[src/rtl/oad_pkg.sv]
// Constants, enumerations and carriers of the operand addressing decoder
package oad_pkg;

  // Widths and stack depth
  localparam int unsigned OAD_PC_W    = 12;
  localparam int unsigned OAD_DA_W    = 8;
  localparam int unsigned OAD_STK_DEP = 6;

  // Working and pointer register addresses
  localparam logic [7:0] OAD_WREG_BASE = 8'h80;
  localparam logic [7:0] OAD_WREG_LAST = 8'h83;
  localparam logic [7:0] OAD_PTR_X     = 8'h80;
  localparam logic [7:0] OAD_PTR_Y     = 8'h81;

  // Data space regions outside the working registers
  localparam logic [7:0] OAD_ACC_ADDR  = 8'hff;
  localparam logic [7:0] OAD_ROM_LO    = 8'h00;
  localparam logic [7:0] OAD_ROM_HI    = 8'h3f;
  localparam logic [7:0] OAD_RAM_LO    = 8'h84;
  localparam logic [7:0] OAD_RAM_HI    = 8'hbf;

  // Opcode field positions
  localparam int unsigned OAD_EXT_HI_LSB = 0;
  localparam int unsigned OAD_SPAN_LSB   = 0;
  localparam int unsigned OAD_DIR_BIT    = 4;
  localparam int unsigned OAD_COND_LSB   = 5;
  localparam int unsigned OAD_IND_SEL    = 4;
  localparam int unsigned OAD_SDIR_LSB   = 0;
  localparam int unsigned OAD_BITN_LSB   = 5;

  // Instruction lengths in bytes
  localparam logic [1:0] OAD_LEN1 = 2'h1;
  localparam logic [1:0] OAD_LEN2 = 2'h2;
  localparam logic [1:0] OAD_LEN3 = 2'h3;

  // Addressing modes, one-hot
  typedef enum logic [8:0] {
    OAD_M_IMM   = 9'h001,
    OAD_M_DIR   = 9'h002,
    OAD_M_SDIR  = 9'h004,
    OAD_M_EXT   = 9'h008,
    OAD_M_REL   = 9'h010,
    OAD_M_BDIR  = 9'h020,
    OAD_M_BTST  = 9'h040,
    OAD_M_IND   = 9'h080,
    OAD_M_INH   = 9'h100
  } oad_mode_t;

  // Data space regions, one-hot
  typedef enum logic [4:0] {
    OAD_R_ACC    = 5'h01,
    OAD_R_WREG   = 5'h02,
    OAD_R_PERIPH = 5'h04,
    OAD_R_RAM    = 5'h08,
    OAD_R_ROM    = 5'h10
  } oad_region_t;

  typedef struct packed {
    logic                valid;
    oad_mode_t           mode;
    logic [7:0]          opcode;
    logic [7:0]          byte1;
    logic [7:0]          byte2;
    logic [OAD_PC_W-1:0] pc;
    logic                cond_true;
  } oad_req_t;

  typedef struct packed {
    logic                valid;
    logic [1:0]          len;
    logic                daddr_valid;
    logic [7:0]          daddr;
    oad_region_t         region;
    logic                imm_valid;
    logic [7:0]          imm;
    logic [2:0]          bit_num;
    logic [7:0]          bit_mask;
    logic [2:0]          cond;
    logic                redirect;
    logic [OAD_PC_W-1:0] target;
    logic [OAD_PC_W-1:0] next_pc;
  } oad_res_t;

endpackage

[src/rtl/oad_decoder.sv]
// Operand address and branch target decoder with return-address stack
`timescale 1ns/1ps
`default_nettype none

// Function
// RULE1: Keep program, data and stack spaces apart in separate outputs.
// RULE2: Stack holds six 12-bit return addresses pushed on calls and interrupts.
// RULE3: Classify data addresses as accumulator, working register, peripheral, RAM or ROM.
// RULE4: Immediate mode takes the byte after the opcode as constant operand.
// RULE5: Direct mode uses the byte after the opcode as data address.
// RULE6: Short direct opcode selects one working register at 80h to 83h.
// RULE7: Extended mode target is opcode low nibble above the next byte.
// RULE8: Relative branch reaches -15 to +16 when taken, else next instruction.
// RULE9: Relative opcode holds condition, direction bit and four-bit span.
// RULE10: Bit direct opcode gives bit number, next byte gives its address.
// RULE11: Bit test branch is three bytes: opcode, address, displacement -127..+128.
// RULE12: Indirect mode uses pointer at 80h or 81h chosen by opcode bit 4.
// RULE13: Inherent opcode needs no operand or address bytes.
// RULE14: Any data-space bit can be set, cleared or tested.
// RULE15: Bit test displacement counts from the bit test instruction address.
module oad_decoder
  import oad_pkg::*;
(
  input  wire logic                mclk_in,
  input  wire logic                rst_in,
  input  wire oad_req_t            req_in,
  input  wire logic [7:0]          ptr_x_in,
  input  wire logic [7:0]          ptr_y_in,
  input  wire logic                push_in,
  input  wire logic                pop_in,
  input  wire logic [OAD_PC_W-1:0] push_addr_in,
  output oad_res_t                 res_out,
  output logic [OAD_PC_W-1:0]      stack_top_out,
  output logic [2:0]               stack_depth_out
);

  oad_res_t            res_d, res_q;
  logic [OAD_PC_W-1:0] stk_d [OAD_STK_DEP];
  logic [OAD_PC_W-1:0] stk_q [OAD_STK_DEP];
  logic [2:0]          dep_d, dep_q;

  // Region lookup of a data address
  function automatic oad_region_t region_of(input logic [7:0] a);
    oad_region_t r;
    r = OAD_R_PERIPH;
    if (a == OAD_ACC_ADDR) begin
      r = OAD_R_ACC;
    end else if (a >= OAD_WREG_BASE && a <= OAD_WREG_LAST) begin
      r = OAD_R_WREG;
    end else if (a >= OAD_RAM_LO && a <= OAD_RAM_HI) begin
      r = OAD_R_RAM;
    end else if (a <= OAD_ROM_HI) begin
      r = OAD_R_ROM;
    end
    return r;
  endfunction

  // Decode of one instruction; outputs registered so downstream sees stable data
  always_comb begin
    logic [OAD_PC_W-1:0] npc;
    logic [3:0]          span;
    npc            = '0;
    span           = '0;
    res_d          = '0;
    res_d.region   = OAD_R_PERIPH;
    res_d.valid    = req_in.valid;
    res_d.len      = OAD_LEN1;                                  // RULE13
    span           = req_in.opcode[OAD_SPAN_LSB +: 4];           // RULE9
    res_d.cond     = req_in.opcode[OAD_COND_LSB +: 3];           // RULE9
    res_d.bit_num  = req_in.opcode[OAD_BITN_LSB +: 3];           // RULE10
    res_d.bit_mask = 8'h01 << res_d.bit_num;                     // RULE14
    unique case (req_in.mode)
      OAD_M_IMM: begin
        res_d.len       = OAD_LEN2;
        res_d.imm_valid = 1'b1;                                  // RULE4
        res_d.imm       = req_in.byte1;                          // RULE4
      end
      OAD_M_DIR, OAD_M_BDIR: begin
        res_d.len         = OAD_LEN2;
        res_d.daddr_valid = 1'b1;
        res_d.daddr       = req_in.byte1;                        // RULE5 RULE10
      end
      OAD_M_SDIR: begin
        res_d.daddr_valid = 1'b1;
        res_d.daddr       = OAD_WREG_BASE
                            + {6'h00, req_in.opcode[OAD_SDIR_LSB +: 2]}; // RULE6
      end
      OAD_M_EXT: begin
        res_d.len = OAD_LEN2;
      end
      OAD_M_BTST: begin
        res_d.len         = OAD_LEN3;                            // RULE11
        res_d.daddr_valid = 1'b1;
        res_d.daddr       = req_in.byte1;                        // RULE11
      end
      OAD_M_IND: begin
        res_d.daddr_valid = 1'b1;
        res_d.daddr       = req_in.opcode[OAD_IND_SEL] ? ptr_y_in : ptr_x_in; // RULE12
      end
      default: begin
        res_d.len = OAD_LEN1;                                    // Relative, inherent
      end
    endcase
    if (res_d.daddr_valid) begin
      res_d.region = region_of(res_d.daddr);                     // RULE3
    end
    npc           = req_in.pc + OAD_PC_W'(res_d.len);
    res_d.next_pc = npc;
    res_d.target  = npc;
    // Program space targets; only these modes may redirect the fetch
    if (req_in.mode == OAD_M_EXT) begin
      res_d.redirect = 1'b1;
      res_d.target   = {req_in.opcode[OAD_EXT_HI_LSB +: 4], req_in.byte1}; // RULE7
    end else if (req_in.mode == OAD_M_REL && req_in.cond_true) begin
      res_d.redirect = 1'b1;
      res_d.target   = req_in.opcode[OAD_DIR_BIT]
                       ? req_in.pc - OAD_PC_W'(span)               // RULE8
                       : req_in.pc + OAD_PC_W'(span) + 12'h001;    // RULE8
    end else if (req_in.mode == OAD_M_BTST && req_in.cond_true) begin
      res_d.redirect = 1'b1;
      res_d.target   = req_in.pc + {{4{req_in.byte2[7]}}, req_in.byte2}
                       + 12'h001;                                  // RULE11 RULE15
    end
  end

  // Result register
  always_ff @(posedge mclk_in or posedge rst_in) begin
    if (rst_in) begin
      res_q <= '0;
    end else begin
      res_q <= res_d;
    end
  end

  assign res_out = res_q;                                        // RULE1

  // Stack next state; a seventh push drops the oldest entry silently
  always_comb begin
    for (int i = 0; i < OAD_STK_DEP; i++) begin
      stk_d[i] = stk_q[i];
    end
    dep_d = dep_q;
    if (push_in && pop_in) begin
      stk_d[0] = push_addr_in;                                   // RULE2
    end else if (push_in) begin
      for (int i = OAD_STK_DEP - 1; i > 0; i--) begin
        stk_d[i] = stk_q[i-1];
      end
      stk_d[0] = push_addr_in;                                   // RULE2
      if (dep_q != 3'(OAD_STK_DEP)) begin
        dep_d = dep_q + 3'h1;
      end
    end else if (pop_in) begin
      for (int i = 0; i < OAD_STK_DEP - 1; i++) begin
        stk_d[i] = stk_q[i+1];
      end
      stk_d[OAD_STK_DEP-1] = '0;
      if (dep_q != 3'h0) begin
        dep_d = dep_q - 3'h1;
      end
    end
  end

  // Stack registers
  always_ff @(posedge mclk_in or posedge rst_in) begin
    if (rst_in) begin
      for (int i = 0; i < OAD_STK_DEP; i++) begin
        stk_q[i] <= '0;
      end
      dep_q <= 3'h0;
    end else begin
      for (int i = 0; i < OAD_STK_DEP; i++) begin
        stk_q[i] <= stk_d[i];
      end
      dep_q <= dep_d;
    end
  end

  assign stack_top_out   = stk_q[0];
  assign stack_depth_out = dep_q;
endmodule

`default_nettype wire

[config.mk]
export PLATFORM = sky130hd
export DESIGN_NAME = oad_decoder
export DESIGN_NICKNAME = d
export VERILOG_FILES = /design/src/rtl/oad_pkg.sv /design/src/rtl/oad_decoder.sv
export SDC_FILE = /design/constraint.sdc
export NUM_CORES = 1
export LEC_CHECK = 0
export BUFFER_PORTS_ARGS = -buffer_cell sky130_fd_sc_hd__buf_4
export CELL_PAD_IN_SITES_DETAIL_PLACEMENT = 2
export CELL_PAD_IN_SITES_GLOBAL_PLACEMENT = 2
export CORE_AREA = 2 2 174 133
export DETAILED_ROUTE_END_ITERATION = 10
export DIE_AREA = 0 0 176 135
export GPL_ROUTABILITY_DRIVEN = 0
export HOLD_SLACK_MARGIN = 0.15
export PLACE_DENSITY = 0.81
export SLEW_MARGIN = 15
export SYNTH_ARGS = -nofsm -noshare
export SYNTH_HDL_FRONTEND = slang
export SYNTH_SLANG_ARGS = --single-unit
[constraint.sdc]
create_clock -name mclk_in -period 4.2 [get_ports mclk_in]
set_input_delay 0.21 -clock mclk_in [delete_from_list [all_inputs] [get_ports mclk_in]]
set_output_delay 0.21 -clock mclk_in [all_outputs]
set_load 0.02 [all_outputs]
==> results.cfg <==
[synthesis]
ys_ff_latch = 137
yosysMostFrequentCell = dfrtp_1
syn_area_um2 = 7400
synth_compound_area_share_pct = 15.0
synth_edf_count = 0
muxShareOfSynthArea_pct = 9.50
seq_area_frac_synth_pct = 46.3
async_flop_share_pct = 100
synth_top_area_cell = dfrtp_1
yosys.area_share.simple_pct = 15.3
synth-main-ff-cell = dfrtp_1
synth_top_family_by_area = simple AND/OR/NAND/NOR gates
yosysTopAreaCellShare_pct = 46.3
synthesis.nets = 864
synthAdderAreaFrac_pct = 5.24
yosys_warnings = 0
yosys-top-cells-count = dfrtp_1, nor2_1, a21oi_1, mux2i_1, o21ai_0
synth_area_leaders = dfrtp_1, mux2i_1, a21oi_1
synthCells = 757
ys_types = 70
avgSynthCellArea_um2 = 9.77
synth_xor_area_share_pct = 3.20

[clocking]
insertion_delay_ns = 0.43
cts_tree = yes
clockBufferDepth = 2
htreeDepth = 4
postCtsSetupRepairBufs = 0
ctsRootBufferMaster = clkbuf_16
cts.sinks = 137
numCtsBuffers = 17
ctsResizeCount = 0
clk_pin_slew_ns = 0.07

[power_and_ir_drop]
power_density_nw_per_um2 = 446
power_mw = 4.35
leakagePower_nw = 4.55
ir_worst_vdd_mv = 0.237

[sta]
min_period_over_period_pct = 85.9
slew_headroom_pct = 36.3
rsz0062_at_grt = no
worstMarginPinSlew_ns = 0.956
tns_ns = 0
skew_ns = 0.00784
min_period_ns = 3.61
finalSetupViolations = 0
hold_violations = 0
hold_slack_ns = 0.176
slew_viol_final = 0
clock.fmax_mhz = 277

[drt]
vias = 6408
drtIter0Drc = 382
drtAntennaViolNets = 0
routedWlPerCell_um = 20.0
remaining_drc_errors = 0
via_per_inst = 5.21
dr.pass1.iters = 4
finalWirelength_um = 24500

[global_route]
grt_max_degree = 93
grt_pass1_vias = 7066
antenna_found_initial = 0
overflow = 0
gr-usage-all-layers_pct = 21.3
grt_pass1_wl_um = 39600

[floorplan]
io_pins = 159
die_y_um = 135
die_w_um = 176
start_util_pct = 33.7
core-area_um2 = 21900
rows = 47
dieArea_um2 = 23800

[worst_setup_path]
critPathArrivalTime_ns = 3.95
crit_end = res_out[20]$_DFF_PP0_
rrSetupSlack_ns = 2.47
worst-path-stages = 16
start_kind = input pin
crit-reg2reg-launch = stack_depth_out[1]$_DFFE_PP0P_
required_ns = 4.55
r2r-end = stack_depth_out[2]$_DFFE_PP0P_
cp_slowest_stage_delay_ns = 0.53
cp_max_fo = 13
crit_slowest_cell = dlygate4sd3_1
cp-startpoint = req_in[37]
reg2reg_depth = 4
setup.worst_path.end_class = flop
cp_num_buf_inv = 3
crit_type = in -> reg
cp_top_family = simple AND/OR/NAND/NOR gates
cp_cell_sequence = dlygate4sd3_1, buf_4, or3_1, nor3_1, and3_1, buf_4, a21oi_1, ha_1, fa_1, nand3_1, nor2_1, and3_1, xor2_1, nor3_1, a221o_1, a21oi_1

[final_layout]
drive_gt1_share_pct = 23.0
antenna_cells = 0
area_growth_pct = 31.9
nets = 1029
seqCellArea_um2 = 3430
multi_input_area_um2 = 3580
fill_cells = 2318
fin_area_um2 = 9760

[min_path]
min_path_type = in -> reg
holdPathStages = 3

[place]
dpl_cell_area_um2 = 8740
hpwl_um = 17100
port_buffers = 158

[run_status]
status = completed

[flow_run]
maxCapViolations = 0
## per-stage QoR
step                      util, %  worst slack, ns  cells
after CTS                    44.5            0.707   1229
after floorplan                 -            0.322    757
after global placement       39.8            0.909   1158
after global routing         44.5            0.410   1229
after detailed placement     39.8            0.822   1158
final                        44.5            0.593   1229
## worst register-to-register path, stage by stage (launching register included)
cell      delay [ns]
dfrtp_1         0.47
fa_1            0.48
or3_1           0.40
a21oi_1         0.15
a211oi_1        0.06
## final cells by class
class                      instances  area share, %
multi-input combinational        530           36.7
sequential                       137           35.1
timing repair buffer             203           16.6
clock buffer                      17           4.36
tap                              294           3.77
clock inverter                    15           2.12
inverter                          33           1.32
## sequential cells by signal, indices dropped and copies added, names as in the netlist
register         count
stack_depth_out      3
stack_top_out       12
res_out             62
stk_q               60
## cell families after synthesis
family	Yosys count
muxes	70
DFF	137
and+or+nand+nor	223
buffers and inverters	90
xor gates and xnor gates	27
AOI/OAI and AO/OA	182
adders and majority gates	28
## layout by cell type, fill, tap and decap left out, types with 5 or more instances in the layout
master	n
o21a_1	5
nor2_1	89
xnor2_1	12
a21oi_1	78
fa_1	5
nand2_1	37
nand3_1	22
or3_1	5
nor3_1	12
buf_4	164
dlygate4sd3_1	39
inv_1	32
nand2b_1	7
mux2i_1	68
inv_6	5
clkbuf_16	17
o22ai_1	6
o21bai_1	5
dfrtp_1	137
nor3b_1	6
and3_1	5
o21ai_0	45
xor2_1	15
o211ai_1	5
and2_1	8
ha_1	22
a211oi_1	5
## worst min-delay path by stage
stage / startpoint / end
after floorplan: req_in[34] / res_out[25]$_DFF_PP0_
after global placement: req_in[46] / res_out[64]$_DFF_PP0_
after detailed placement: req_in[46] / res_out[64]$_DFF_PP0_
after CTS: req_in[30] / res_out[21]$_DFF_PP0_
after global routing: req_in[30] / res_out[21]$_DFF_PP0_
final: req_in[30] / res_out[21]$_DFF_PP0_
## metal layers
| metal | vias to the layer above | routed length, um | GRT usage [%] |
|---|---|---|---|
| met1 | 3255 | 11000 | 28.5 |
| li1 | 2969 | - | - |
| met4 | 0 | 237 | 4.68 |
| met5 | - | 0 | 0 |
| met2 | 163 | 11800 | 34.5 |
| met3 | 21 | 1530 | 5.88 |
## report_power, final
| group | switching [mW] | internal, mW | total, mW |
|---|---|---|---|
| Clock | 0.713 | 0.917 | 1.63 |
| Sequential | 0.208 | 1.55 | 1.76 |
| Combinational | 0.533 | 0.428 | 0.961 |
## what timing repair did
item / 4_1_cts / 5_1_grt
setup endpoints to repair: 0 / 0
hold buffers: 39 / 0
endpoints found under the hold margin: 136 / 0
Power figures use the tool's default switching activity.
